[src/hdl/lbr_pkg.sv]
package lbr_pkg;

	// ---------------------------------------------------------------
	// Timing
	// ---------------------------------------------------------------
	localparam int CLK_HZ = 200_000_000;
	localparam int TICK_MS = 1;
	localparam int TICK_CYC = (CLK_HZ / 1000) * TICK_MS;
	localparam int TP_ARM_MS = 30;
	localparam int TP_ARM_TICKS = (TP_ARM_MS + TICK_MS - 1) / TICK_MS;
	localparam int DLY_W = 20;
	localparam logic [DLY_W-1:0] DLY_MIN_MS = 20'h00064;
	localparam logic [DLY_W-1:0] DLY_MAX_MS = 20'h493E0;
	localparam logic [DLY_W-1:0] DWELL_MAX_MS = 20'h007D0;
	localparam logic [DLY_W-1:0] ZERO_MS = 20'h00000;

	// ---------------------------------------------------------------
	// Register map
	// ---------------------------------------------------------------
	localparam int ADDR_W = 8;
	localparam logic [ADDR_W-1:0] REG_CTRL = 8'h00;
	localparam logic [ADDR_W-1:0] REG_SPD0 = 8'h04;
	localparam logic [ADDR_W-1:0] REG_TPD0 = 8'h14;
	localparam logic [ADDR_W-1:0] REG_RECLAIM = 8'h24;
	localparam logic [ADDR_W-1:0] REG_DWELL = 8'h28;
	localparam logic [ADDR_W-1:0] REG_STATUS = 8'h2C;
	localparam logic [ADDR_W-1:0] REG_CMD = 8'h30;
	localparam int CTRL_MODE_LSB = 0;
	localparam int CTRL_PROG_LSB = 4;
	localparam int CTRL_NSP_LSB = 8;
	localparam int CTRL_NTP_LSB = 12;
	localparam logic [31:0] CTRL_RST = 32'h00003310;
	localparam logic [DLY_W-1:0] DLY_RST = 20'h003E8;
	localparam logic [DLY_W-1:0] DWELL_RST = 20'h001F4;

	typedef enum logic [2:0] {
		LBR_MODE_NONE = 3'h0,
		LBR_MODE_OFF = 3'h1,
		LBR_MODE_INT = 3'h2,
		LBR_MODE_EXT = 3'h3,
		LBR_MODE_BOTH = 3'h4
	} lbr_mode_t;

	typedef enum logic [1:0] {
		LBR_PROG_SP = 2'h0,
		LBR_PROG_TP = 2'h1,
		LBR_PROG_MIX = 2'h2
	} lbr_prog_t;

	typedef enum logic [2:0] {
		LBR_ST_RESET = 3'b000,
		LBR_ST_DELAY = 3'b001,
		LBR_ST_CLOSE = 3'b011,
		LBR_ST_RECLAIM = 3'b010,
		LBR_ST_LOCKOUT = 3'b110
	} lbr_state_t;

	typedef struct packed {
		logic sp;
		logic tp;
	} lbr_init_t;

	typedef struct packed {
		logic [ADDR_W-1:0] addr;
		logic [31:0] wdata;
		logic wr;
		logic rd;
	} lbr_bus_t;

	// Clamp a delay setting into its legal span
	function automatic logic [DLY_W-1:0] clamp_ms(input logic [DLY_W-1:0] v,
		input logic [DLY_W-1:0] hi);
		if (v < DLY_MIN_MS)
			return DLY_MIN_MS;
		else if (v > hi)
			return hi;
		else
			return v;
	endfunction

endpackage

[src/hdl/lbr_tick.sv]
`timescale 1ns/1ps
module lbr_tick import lbr_pkg::*; #(
	parameter int DIV = TICK_CYC
) (
	input wire logic i_ref_clk,
	input wire logic i_arst_n,
	output logic o_tick
);
	logic [31:0] cnt_q;
	logic [31:0] cnt_d;
	logic tick_d;

	always_comb
	begin
		tick_d = (cnt_q == 32'(DIV - 1));
		cnt_d = tick_d ? 32'h00000000 : cnt_q + 32'h00000001;
	end

	always_ff @(posedge i_ref_clk or negedge i_arst_n)
	begin
		if (!i_arst_n)
		begin
			cnt_q <= 32'h00000000;
			o_tick <= 1'b0;
		end
		else
		begin
			cnt_q <= cnt_d;
			o_tick <= tick_d;
		end
	end
endmodule // lbr_tick

[src/hdl/lbr_timer.sv]
`timescale 1ns/1ps
module lbr_timer import lbr_pkg::*; (
	input wire logic i_ref_clk,
	input wire logic i_arst_n,
	input wire logic i_start,
	input wire logic i_tick,
	input wire logic [DLY_W-1:0] i_ms,
	output logic o_busy,
	output logic o_done
);
	logic [DLY_W-1:0] cnt_q;
	logic [DLY_W-1:0] cnt_d;
	logic busy_d;
	logic done_d;

	always_comb
	begin
		cnt_d = cnt_q;
		busy_d = o_busy;
		done_d = 1'b0;
		if (i_start)
		begin
			cnt_d = i_ms;
			busy_d = 1'b1;
		end
		else if (o_busy && i_tick)
		begin
			if (cnt_q <= DLY_W'(1))
			begin
				busy_d = 1'b0;
				done_d = 1'b1;
				cnt_d = ZERO_MS;
			end
			else
				cnt_d = cnt_q - DLY_W'(1);
		end
	end

	always_ff @(posedge i_ref_clk or negedge i_arst_n)
	begin
		if (!i_arst_n)
		begin
			cnt_q <= ZERO_MS;
			o_busy <= 1'b0;
			o_done <= 1'b0;
		end
		else
		begin
			cnt_q <= cnt_d;
			o_busy <= busy_d;
			o_done <= done_d;
		end
	end
endmodule // lbr_timer

[src/hdl/lbr_recloser.sv]
// How it works
// (RULE1) Mode none: never reclose, three-pole trip enable stays low.
// (RULE2) Mode off: ignore all initiates, three-pole trip enable high.
// (RULE3) Internal, external or both sources gate which initiates count.
// (RULE4) Single-pole program starts first reclose only on single-pole initiate.
// (RULE5) Single-pole program: three-pole first initiate goes straight to lockout.
// (RULE6) Trip enable set after first close, at least 30 ms after initiate drops.
// (RULE7) Single-pole trip enable holds until reset state or lockout.
// (RULE8) Up to three more three-pole attempts, each with its own delay.
// (RULE9) Later single-pole program attempts start only on three-pole initiate.
// (RULE10) Four single-pole program delays chosen by attempt number.
// (RULE11) Three-pole program: single-pole first initiate goes to lockout.
// (RULE12) Three-pole program attempts start only on three-pole initiate.
// (RULE13) Three-pole program has up to four attempts with own delays.
// (RULE14) Three-pole program keeps trip enable high all the time; code holds it low in mode none.
// (RULE15) Mixed program follows whichever initiate type arrives first.
// (RULE16) Mixed program reuses both timer sets and both attempt counts.
// (RULE17) External relays deliver separate single and three-pole initiates.
// (RULE18) Attempts after single trip 1..4; first single-pole, rest three-pole.
// (RULE19) Each reclose delay 0.1 to 300.0 s delays its attempt.
// (RULE20) After a close wait reclaim time; a trip then advances or locks out.
// (RULE21) Close output held for dwell time, 0.1 to 2.0 s.
// (RULE22) Lockout holds with no closing until software reset command; code also leaves it for reset state when mode is none or off.
`timescale 1ns/1ps
module lbr_recloser import lbr_pkg::*; #(
	parameter int TICK_DIV = TICK_CYC
) (
	input wire logic i_ref_clk,
	input wire logic i_arst_n,
	input wire logic [ADDR_W-1:0] i_addr,
	input wire logic [31:0] i_wdata,
	input wire logic i_wr,
	input wire logic i_rd,
	output logic [31:0] o_rdata,
	input wire logic i_int_single_pole_reclose_initiate,
	input wire logic i_int_three_pole_reclose_initiate,
	input wire logic i_ext_single_pole_reclose_initiate,
	input wire logic i_ext_three_pole_reclose_initiate,
	output logic o_three_pole_trip_enable,
	output logic o_breaker_close,
	output logic o_lockout
);
	// ---------------------------------------------------------------
	// Registers
	// ---------------------------------------------------------------
	lbr_bus_t bus;
	logic [31:0] ctrl_q, ctrl_d;
	logic [DLY_W-1:0] spd_q [4];
	logic [DLY_W-1:0] spd_d [4];
	logic [DLY_W-1:0] tpd_q [4];
	logic [DLY_W-1:0] tpd_d [4];
	logic [DLY_W-1:0] reclaim_q, reclaim_d, dwell_q, dwell_d;
	logic [31:0] rdata_d;
	logic reset_cmd;
	lbr_mode_t mode;
	lbr_prog_t prog;
	logic [2:0] n_sp, n_tp;

	assign bus = '{addr: i_addr, wdata: i_wdata, wr: i_wr, rd: i_rd};
	assign mode = lbr_mode_t'(ctrl_q[CTRL_MODE_LSB +: 3]);
	assign prog = lbr_prog_t'(ctrl_q[CTRL_PROG_LSB +: 2]);
	assign n_sp = ctrl_q[CTRL_NSP_LSB +: 3];
	assign n_tp = ctrl_q[CTRL_NTP_LSB +: 3];
	assign reset_cmd = bus.wr && (bus.addr == REG_CMD) && bus.wdata[0];

	// Attempt counts clamped 1..4
	function automatic logic [2:0] clamp_n(input logic [2:0] v);
		if (v == 3'h0)
			return 3'h1;
		else if (v > 3'h4)
			return 3'h4;
		else
			return v;
	endfunction

	lbr_state_t st_q, st_d;
	logic tpe_q, tpe_d;
	logic lock_q;
	logic close_q;

	always_comb
	begin
		ctrl_d = ctrl_q;
		spd_d = spd_q;
		tpd_d = tpd_q;
		reclaim_d = reclaim_q;
		dwell_d = dwell_q;
		rdata_d = 32'h00000000;
		if (bus.wr)
		begin
			for (int i = 0; i < 4; i++)
			begin
				if (bus.addr == REG_SPD0 + ADDR_W'(4 * i))
					spd_d[i] = clamp_ms(bus.wdata[DLY_W-1:0], DLY_MAX_MS); // [RULE19]
				if (bus.addr == REG_TPD0 + ADDR_W'(4 * i))
					tpd_d[i] = clamp_ms(bus.wdata[DLY_W-1:0], DLY_MAX_MS); // [RULE19]
			end
			if (bus.addr == REG_CTRL)
			begin
				ctrl_d = 32'h00000000;
				ctrl_d[CTRL_MODE_LSB +: 3] = bus.wdata[CTRL_MODE_LSB +: 3];
				ctrl_d[CTRL_PROG_LSB +: 2] = bus.wdata[CTRL_PROG_LSB +: 2];
				ctrl_d[CTRL_NSP_LSB +: 3] = clamp_n(bus.wdata[CTRL_NSP_LSB +: 3]); // [RULE18]
				ctrl_d[CTRL_NTP_LSB +: 3] = clamp_n(bus.wdata[CTRL_NTP_LSB +: 3]); // [RULE16]
			end
			if (bus.addr == REG_RECLAIM)
				reclaim_d = clamp_ms(bus.wdata[DLY_W-1:0], DLY_MAX_MS);
			if (bus.addr == REG_DWELL)
				dwell_d = clamp_ms(bus.wdata[DLY_W-1:0], DWELL_MAX_MS); // [RULE21]
		end
		if (bus.rd)
		begin
			for (int i = 0; i < 4; i++)
			begin
				if (bus.addr == REG_SPD0 + ADDR_W'(4 * i))
					rdata_d = 32'(spd_q[i]);
				if (bus.addr == REG_TPD0 + ADDR_W'(4 * i))
					rdata_d = 32'(tpd_q[i]);
			end
			if (bus.addr == REG_CTRL)
				rdata_d = ctrl_q;
			if (bus.addr == REG_RECLAIM)
				rdata_d = 32'(reclaim_q);
			if (bus.addr == REG_DWELL)
				rdata_d = 32'(dwell_q);
			if (bus.addr == REG_STATUS)
				rdata_d = {24'h000000, 1'b0, st_q, lock_q, close_q, tpe_q, 1'b0};
		end
	end

	always_ff @(posedge i_ref_clk or negedge i_arst_n)
	begin
		if (!i_arst_n)
		begin
			ctrl_q <= CTRL_RST;
			for (int i = 0; i < 4; i++)
			begin
				spd_q[i] <= DLY_RST;
				tpd_q[i] <= DLY_RST;
			end
			reclaim_q <= DLY_RST;
			dwell_q <= DWELL_RST;
			o_rdata <= 32'h00000000;
		end
		else
		begin
			ctrl_q <= ctrl_d;
			spd_q <= spd_d;
			tpd_q <= tpd_d;
			reclaim_q <= reclaim_d;
			dwell_q <= dwell_d;
			o_rdata <= rdata_d;
		end
	end

	// ---------------------------------------------------------------
	// Initiate qualification
	// ---------------------------------------------------------------
	lbr_init_t ini;
	logic use_int, use_ext;

	always_comb
	begin
		use_int = (mode == LBR_MODE_INT) || (mode == LBR_MODE_BOTH); // [RULE3]
		use_ext = (mode == LBR_MODE_EXT) || (mode == LBR_MODE_BOTH); // [RULE3] [RULE17]
		ini.sp = (use_int && i_int_single_pole_reclose_initiate)
			|| (use_ext && i_ext_single_pole_reclose_initiate);
		ini.tp = (use_int && i_int_three_pole_reclose_initiate)
			|| (use_ext && i_ext_three_pole_reclose_initiate);
	end

	// ---------------------------------------------------------------
	// Timers
	// ---------------------------------------------------------------
	logic tick;
	logic dly_start, dly_done, cls_start, cls_done, rcl_start, rcl_done;
	logic [DLY_W-1:0] dly_ms;

	lbr_tick #(.DIV(TICK_DIV)) u_tick (
		.i_ref_clk(i_ref_clk),
		.i_arst_n(i_arst_n),
		.o_tick(tick)
	);

	lbr_timer u_dly (
		.i_ref_clk(i_ref_clk),
		.i_arst_n(i_arst_n),
		.i_start(dly_start),
		.i_tick(tick),
		.i_ms(dly_ms),
		.o_busy(),
		.o_done(dly_done)
	);

	lbr_timer u_cls (
		.i_ref_clk(i_ref_clk),
		.i_arst_n(i_arst_n),
		.i_start(cls_start),
		.i_tick(tick),
		.i_ms(dwell_q),
		.o_busy(),
		.o_done(cls_done)
	);

	lbr_timer u_rcl (
		.i_ref_clk(i_ref_clk),
		.i_arst_n(i_arst_n),
		.i_start(rcl_start),
		.i_tick(tick),
		.i_ms(reclaim_q),
		.o_busy(),
		.o_done(rcl_done)
	);

	// ---------------------------------------------------------------
	// Sequencer
	// ---------------------------------------------------------------
	logic sp_run_q, sp_run_d;
	logic [1:0] att_q, att_d;
	logic [5:0] arm_q, arm_d;
	logic lock_d, close_d;
	logic [2:0] n_lim;

	always_comb
	begin
		st_d = st_q;
		sp_run_d = sp_run_q;
		att_d = att_q;
		arm_d = arm_q;
		tpe_d = tpe_q;
		lock_d = 1'b0;
		close_d = 1'b0;
		dly_start = 1'b0;
		cls_start = 1'b0;
		rcl_start = 1'b0;
		n_lim = sp_run_q ? n_sp : n_tp;
		dly_ms = sp_run_q ? spd_q[att_q] : tpd_q[att_q]; // [RULE10] [RULE13] [RULE16]
		unique case (st_q)
			LBR_ST_RESET:
			begin
				att_d = 2'h0;
				if (ini.sp || ini.tp)
				begin
					if (ini.sp && prog != LBR_PROG_TP)
					begin
						sp_run_d = 1'b1; // [RULE4] [RULE15]
						dly_ms = spd_q[0];
						dly_start = 1'b1;
						st_d = LBR_ST_DELAY;
					end
					else if (ini.tp && !ini.sp && prog != LBR_PROG_SP)
					begin
						sp_run_d = 1'b0; // [RULE12] [RULE15]
						dly_ms = tpd_q[0];
						dly_start = 1'b1;
						st_d = LBR_ST_DELAY;
					end
					else
						st_d = LBR_ST_LOCKOUT; // [RULE5] [RULE11]
				end
			end
			LBR_ST_DELAY:
				if (dly_done) // [RULE19]
				begin
					cls_start = 1'b1;
					st_d = LBR_ST_CLOSE;
				end
			LBR_ST_CLOSE:
			begin
				close_d = 1'b1;
				if (cls_done) // [RULE21]
				begin
					close_d = 1'b0;
					rcl_start = 1'b1;
					st_d = LBR_ST_RECLAIM;
				end
			end
			LBR_ST_RECLAIM:
				if (ini.tp) // [RULE9] [RULE12] [RULE20]
				begin
					if ({1'b0, att_q} + 3'h1 >= n_lim) // [RULE8] [RULE18]
						st_d = LBR_ST_LOCKOUT;
					else
					begin
						att_d = att_q + 2'h1;
						dly_ms = sp_run_q ? spd_q[att_q + 2'h1] : tpd_q[att_q + 2'h1];
						dly_start = 1'b1;
						st_d = LBR_ST_DELAY;
					end
				end
				else if (ini.sp)
					st_d = LBR_ST_LOCKOUT;
				else if (rcl_done)
					st_d = LBR_ST_RESET; // [RULE20]
			LBR_ST_LOCKOUT:
			begin
				lock_d = 1'b1;
				if (reset_cmd)
				begin
					lock_d = 1'b0;
					st_d = LBR_ST_RESET; // [RULE22]
				end
			end
			default:
				st_d = LBR_ST_LOCKOUT;
		endcase
		if (mode == LBR_MODE_NONE || mode == LBR_MODE_OFF)
		begin
			st_d = LBR_ST_RESET; // [RULE1] [RULE2]
			close_d = 1'b0;
			lock_d = 1'b0;
		end
		// Single-pole release timer counts ms since initiate dropped
		if (ini.sp)
			arm_d = 6'h00;
		else if (tick && arm_q < 6'(TP_ARM_TICKS))
			arm_d = arm_q + 6'h01;
		if (mode == LBR_MODE_NONE)
			tpe_d = 1'b0; // [RULE1]
		else if (mode == LBR_MODE_OFF || prog == LBR_PROG_TP)
			tpe_d = 1'b1; // [RULE2] [RULE14]
		else if (st_d == LBR_ST_RESET || st_d == LBR_ST_LOCKOUT)
			tpe_d = 1'b0; // [RULE7]
		else if (sp_run_q && (st_q == LBR_ST_RECLAIM || att_q != 2'h0)
			&& arm_q >= 6'(TP_ARM_TICKS))
			tpe_d = 1'b1; // [RULE6]
		else if (!sp_run_d)
			tpe_d = 1'b1;
	end

	always_ff @(posedge i_ref_clk or negedge i_arst_n)
	begin
		if (!i_arst_n)
		begin
			st_q <= LBR_ST_RESET;
			sp_run_q <= 1'b0;
			att_q <= 2'h0;
			arm_q <= 6'h00;
			tpe_q <= 1'b0;
			lock_q <= 1'b0;
			close_q <= 1'b0;
		end
		else
		begin
			st_q <= st_d;
			sp_run_q <= sp_run_d;
			att_q <= att_d;
			arm_q <= arm_d;
			tpe_q <= tpe_d;
			lock_q <= lock_d;
			close_q <= close_d;
		end
	end

	assign o_three_pole_trip_enable = tpe_q;
	assign o_breaker_close = close_q;
	assign o_lockout = lock_q;
endmodule // lbr_recloser

[config.mk]
export PLATFORM = sky130hd
export DESIGN_NAME = lbr_recloser
export DESIGN_NICKNAME = d
export VERILOG_FILES = /design/src/hdl/lbr_pkg.sv /design/src/hdl/lbr_tick.sv /design/src/hdl/lbr_timer.sv /design/src/hdl/lbr_recloser.sv
export SDC_FILE = /design/constraint.sdc
export NUM_CORES = 1
export LEC_CHECK = 0
export ABC_AREA = 1
export BUFFER_PORTS_ARGS = -buffer_cell sky130_fd_sc_hd__buf_2
export CAP_MARGIN = 20
export CORE_MARGIN = 2
export CORE_UTILIZATION = 45
export DETAILED_ROUTE_END_ITERATION = 7
export GPL_TIMING_DRIVEN = 1
export PLACE_DENSITY = 0.59
export SYNTH_ARGS = -nofsm -noshare
export SYNTH_HDL_FRONTEND = slang
export SYNTH_SLANG_ARGS = --single-unit
[constraint.sdc]
create_clock -name i_ref_clk -period 3 [get_ports i_ref_clk]
set_input_delay 0.3 -clock i_ref_clk [delete_from_list [all_inputs] [get_ports i_ref_clk]]
set_output_delay 0.3 -clock i_ref_clk [all_outputs]
set_load 0.05 [all_outputs]
### Word-level counts from Yosys, hierarchy flattened

Index checks and enable logic that the tools add are counted.

* output and inout bits: 35
* word-level logic and storage cells: 247
* register bits: 357
* input port bits: 48

* bitwise logic cells: 2
* multiplexer cells: 112
* reductions and logical operators: 56
* equality and inequality tests: 27
* add/subtract/negate cells: 7
* magnitude comparators: 13

Operators by type and width (count)
* $mux W20: 29
* $mux W32: 13
* $bmux W20 S2: 4
* $le A20 B1 Y1 const B: 3
* $sub A20 B1 Y20 const B: 3
* $mux W3: 16
* $mux W1: 42
* $eq A8 B6 Y1 const B: 5
* $pmux W20 S2: 1
* $add A32 B1 Y32 const B: 1
* $eq A32 B18 Y1 const B: 1
* $eq A8 B5 Y1 const B: 4
* $reduce_and A2 Y1: 14
* $gt A20 B11 Y1 const B: 1
* $gt A20 B19 Y1 const B: 1
* $lt A20 B7 Y1 const B: 1
* $reduce_bool A2 Y1: 10
* $eq A8 B4 Y1 const B: 2
* $logic_and A1 B1 Y1: 15
* $logic_not A3 Y1: 5
* $pmux W3 S5: 1
* $eq A3 B2 Y1 const B: 4
* $mux W6: 2
* $eq A3 B3 Y1 const B: 3
* other kinds (22): 36

### Logic depth before layout (Yosys ltp)

* depth in word-level cells: 17
* gate-level depth with buffers: 17
* mapped depth without buffers: 14

### By module

Synthesis repeated with hierarchy kept, for this count alone.

* cells, all modules: 3062
* area total of the unflattened synthesis: 21533.2 um2

By module, submodules not included
* lbr_recloser: cells an instance 2099, seq. area each 6237.2 um2, instances 1, area each 14848.0 um2
* lbr_timer at u_cls ...: cells an instance 225, seq. area each 550.5 um2, instances 2, area each 1539.0 um2
* lbr_tick: cells an instance 289, seq. area each 825.8 um2, instances 1, area each 1989.4 um2
* lbr_timer at u_rcl: cells an instance 224, seq. area each 550.5 um2, instances 1, area each 1617.8 um2

### Least setup slack after synthesis

Ideal clock, no wire load.

* path kind: reg-to-reg
* from: register att_q[0]
* to: register u_dly.cnt_q[12]
* path buffers: 4
* path slack: 0.270 ns
* required time: 2.883 ns
* stages on the path, launching flop included: 18
* arrival: 2.613 ns
* clock period less this slack: 2.730 ns
* library setup time: 0.117 ns
* path through: dfrtp_1 -> clkbuf_1 -> inv_1 -> buf_2 -> clkbuf_1 -> ha_1 -> ha_1 -> nand3b_1 -> nand3_1 -> nor2_2 -> nand2_2 -> nand2_8 -> inv_6 -> nand2_4 -> buf_6 -> nand3_1 -> nor2_1 -> nor2_1

* longest elaborated chain between the ends: 10
* elaborated cells on any way between the ends: 30
* classes of those cells: 2 x add/sub; 1 x order compare; 24 x mux; 2 x bitwise; 1 x reduce/logical

Ends and longest elaborated chain
* start, declared: line lbr_recloser.sv:219 `logic [1:0] att_q, att_d;`
* start signal, assigned: line lbr_recloser.sv:347 `att_q <= att_d;`
* $add A2 B1 Y2 / $not A2 Y3 (equally long branches): line lbr_recloser.sv:286, lbr_recloser.sv:237
* $not A2 Y3 (implied by the code) / $bmux W20 S2 (equally long branches): line lbr_recloser.sv:286, lbr_recloser.sv:237
* $bmux W20 S2 / $mux W20 (equally long branches): line lbr_recloser.sv:286, lbr_recloser.sv:237
* $mux W20 (on tied branches) (2 in series): line lbr_recloser.sv:286, lbr_recloser.sv:237
* $mux W20 (on tied branches): line lbr_recloser.sv:286, lbr_recloser.sv:251
* $mux W20 (on tied branches): line lbr_recloser.sv:281, lbr_recloser.sv:244
* $mux W20 (on tied branches): line lbr_recloser.sv:279, lbr_recloser.sv:242
* $pmux W20 S2: line lbr_recloser.sv:238 `unique case (st_q)`
* $mux W20: line lbr_timer.sv:21 `if (i_start)`
* end signal, assigned: line lbr_timer.sv:49 `cnt_q <= cnt_d;`
* end, declared: line lbr_timer.sv:11 `logic [DLY_W-1:0] cnt_q;`

Parallel ways exist; a longest one is shown, timed or not. The select of a mux whose other input is x is not followed.
A chain may end at the register's enable or synchronous reset.

### Final worst setup path

* from: register att_q[0]
* to: register u_dly.cnt_q[17]

The elaborated chain is that of the path after synthesis.

==> qor.txt <==
Drt first pass iters = 6
Sequential share of power = 42.2%
Synth-to-Final Area Change = 12.7%
Fin area = 21,700 µm²
Initial antenna violation count = 0
Post-CTS Setup Inserts = 0
Final setup viols = 0
CP Launch Type = register
Synth area leaders = dfrtp_1 36%, nand2_1 12%, dfstp_2 8.9%, o21ai_0 7.9%, inv_1 5.6%
CTS tree = yes
Fmax = 355 MHz
Status = completed
Io pins = 83
Combinational share of power = 16.6%
Die width = 211 µm
Syn Area/Cell = 7.54 µm²
Routability cong. = 0.971
Arrival time worst endpoint = 3330 ps
Internal Power = 8.69 mW
Fin cells = 3,183
Slew Viols, Final = 0
DR vias/cell = 5.67
Initial detailed-routing violation count = 2,120
Routed Antenna Nets = 0
Slew at the pin closest to its max-slew limit = 973 ps
# DRC = 0
Netlist cell types = 60
#FFs+latches synth = 345
Critical path endpoint category = register
Vias in the first global route = 17,300
Dpl cell area = 20,300 µm²
Yosys warns = 0
Seq/Total Area, Yosys = 45.3%
Max Buffers Root-to-Sink = 3
CTS root buffer = clkbuf_16
Max IR drop VDD = 476 µV
PortBufs = 58
Count leader, synth = nand2_1
NumNets Final = 2,674
Total global-route track usage = 30.3%
Final Hold Fails = 0
Dominant synthesized flop cell = dfrtp_1
Post-Route WL = 66.3 mm
RSZ-0062 raised after global routing = no
Layout cells sized above 1 = 11.9%
Core box area = 42,000 µm²
Hpwl dp = 47.5 mm
CP max stage delay = 450 ps
Largest net degree at the start of global routing = 72
Final hold slack = 33.1 ps
Setup CP Type = register to register
Later-pin clock latency in the skew report = 570 ps
Pwr Total = 12.5 mW
Most frequent cells after synthesis = 634 x nand2_1, 304 x o21ai_0, 286 x inv_1
WL/cell = 20.8 µm
Skew final = 24.6 ps
Row count = 75
Post-synth top area share = 36.4%
Placed Cells = 3,105
Async set-reset flop share out of synthesis = 100%
GRT overflow = 0
Power Density = 575 nW/µm²
Switching part of the total power = 30.3%
ANT cells = 0
CP max FO = 38
Leak Pwr = 10.3 nW
Max_cap viols = 0
Yosys top cell by area = dfrtp_1
Crit-path cells = inv_1 > ha_2 > buf_4 > buf_4 > o21ai_0 > o211ai_1 > nand4_1 > nand3_1 > nand2_1 > nand2_1
Synth Instances = 2,551
First-pass GRT wire length = 103 mm
Period utilization = 93.9%
Overall via count from detail_route = 18,100
Die area = 44,400 µm²
Critical Path RT = 3510 ps
Hold Path Class = input pin to register
Die H = 211 µm
Slew headroom = 35.0%
Clock slew at reported path FFs = 70 ps
CTS H-tree depth = 2
Post-synth EDFFs = 0
Clk pwr share = 41.2%
Number of CTS-inserted buffers = 40
Initial core utilization = 45.8%
Setup TNS = 0 ps
Clk sink count = 345
Critical Path Slowest Stage Cell = buf_4
Mapped cell area = 19,200 µm²
P_sw = 3.78 mW
Final min period = 2820 ps
-- power groups by stage --
stage	clock network [mW]	logic [mW]	registers [mW]
floorplan	0	1.32	5.28
global placement	0	2.03	5.33
detailed placement	0	2.03	5.33
CTS	5.22	2.04	5.25
global route	5.40	2.29	5.30
finish	5.14	2.08	5.26
-- cells in the final DEF (no fill, tap or decap), types with 50 or more instances in the layout --
| cell type | n |
|---|---|
| o21ai_0 | 304 |
| a21oi_1 | 96 |
| nor2_1 | 263 |
| nand3_1 | 104 |
| inv_1 | 286 |
| buf_2 | 57 |
| dfrtp_1 | 279 |
| buf_4 | 54 |
| nor3_1 | 50 |
| dfstp_2 | 65 |
| nand4_1 | 53 |
| xor2_1 | 63 |
| nand2_1 | 634 |
-- worst max-delay path, delay by kind of cell (launching register included) --
| family | cells | cell delay, ps |
|---|---|---|
| simple gates | 4 | 630 |
| flops | 1 | 430 |
| fa+ha+maj | 1 | 320 |
| buf+inv | 3 | 820 |
| compound gates | 2 | 520 |
-- registers in the layout, summed over array words and instances, names as in the netlist, 2 cells and up --
signal,count
spd_q,80
tpd_q,80
u_tick.cnt_q,32
dwell_q,20
o_rdata,20
reclaim_q,20
u_cls.cnt_q,20
u_dly.cnt_q,20
u_rcl.cnt_q,20
ctrl_q,11
arm_q,6
st_q,3
att_q,2
-- path summary, 6_finish.rpt --
kind / startpoint / end / slack [ps] / cells past startpoint
max: att_q[0] / u_dly.cnt_q[17] / 180 / 10
min: i_wdata[5] / dwell_q[5] / 30 / 3
max reg2reg: att_q[0] / u_dly.cnt_q[17] / 180 / 10
min reg2reg: dwell_q[12] / dwell_q[12] / 470 / 2
max in group asynchronous: i_arst_n / spd_q[5] / 1770 / 3
min in group asynchronous: i_arst_n / u_tick.cnt_q[23] / 310 / 2
-- timing repair --
action,CTS,global route
gates resized for setup,0,0
hold buffers,4,0
hold endpoints to repair,55,0
-- layout make-up --
type                    instances  area [µm²]
repair buffers                122         866
inverters                     303        1140
clock buffers                  61        1250
fillers                      4091       20300
multi-input cells            1800        8900
well taps                     539         674
flip-flops and latches        345        8720
clock inverters                13         136
-- kinds of logic (layout without fill, tap and decap cells) --
kind of cell,count (synthesis),after routing,share of synthesized area [%]
compound gates,532,532,15.6
xor+xnor,75,75,3.41
other cells,1,12,0.0195
fa+ha+maj,14,14,0.910
buf+inv,417,499,8.70
simple gates,1167,1167,26.1
flops,345,345,45.3
-- metrics by stage --
| step | worst slack, ps | utilization (%) |
|---|---|---|
| floorplan | 270 | - |
| global placement | 307 | 48.2 |
| detailed placement | 292 | 48.2 |
| CTS | 286 | 51.6 |
| global route | 72.6 | 51.6 |
| finish | 182 | 51.6 |
-- metal layers --
metal  share of wire (%)  global-route usage [%]  vias to the layer above
met1                  43                    42.7                     8662
li1                    -                       -                     8449
met4                 3.3                    10.3                        0
met3                 9.0                    5.98                      149
met5                   0                       0                        -
met2                  44                    46.9                      793
Note: power is estimated with default switching activity, not from simulation.
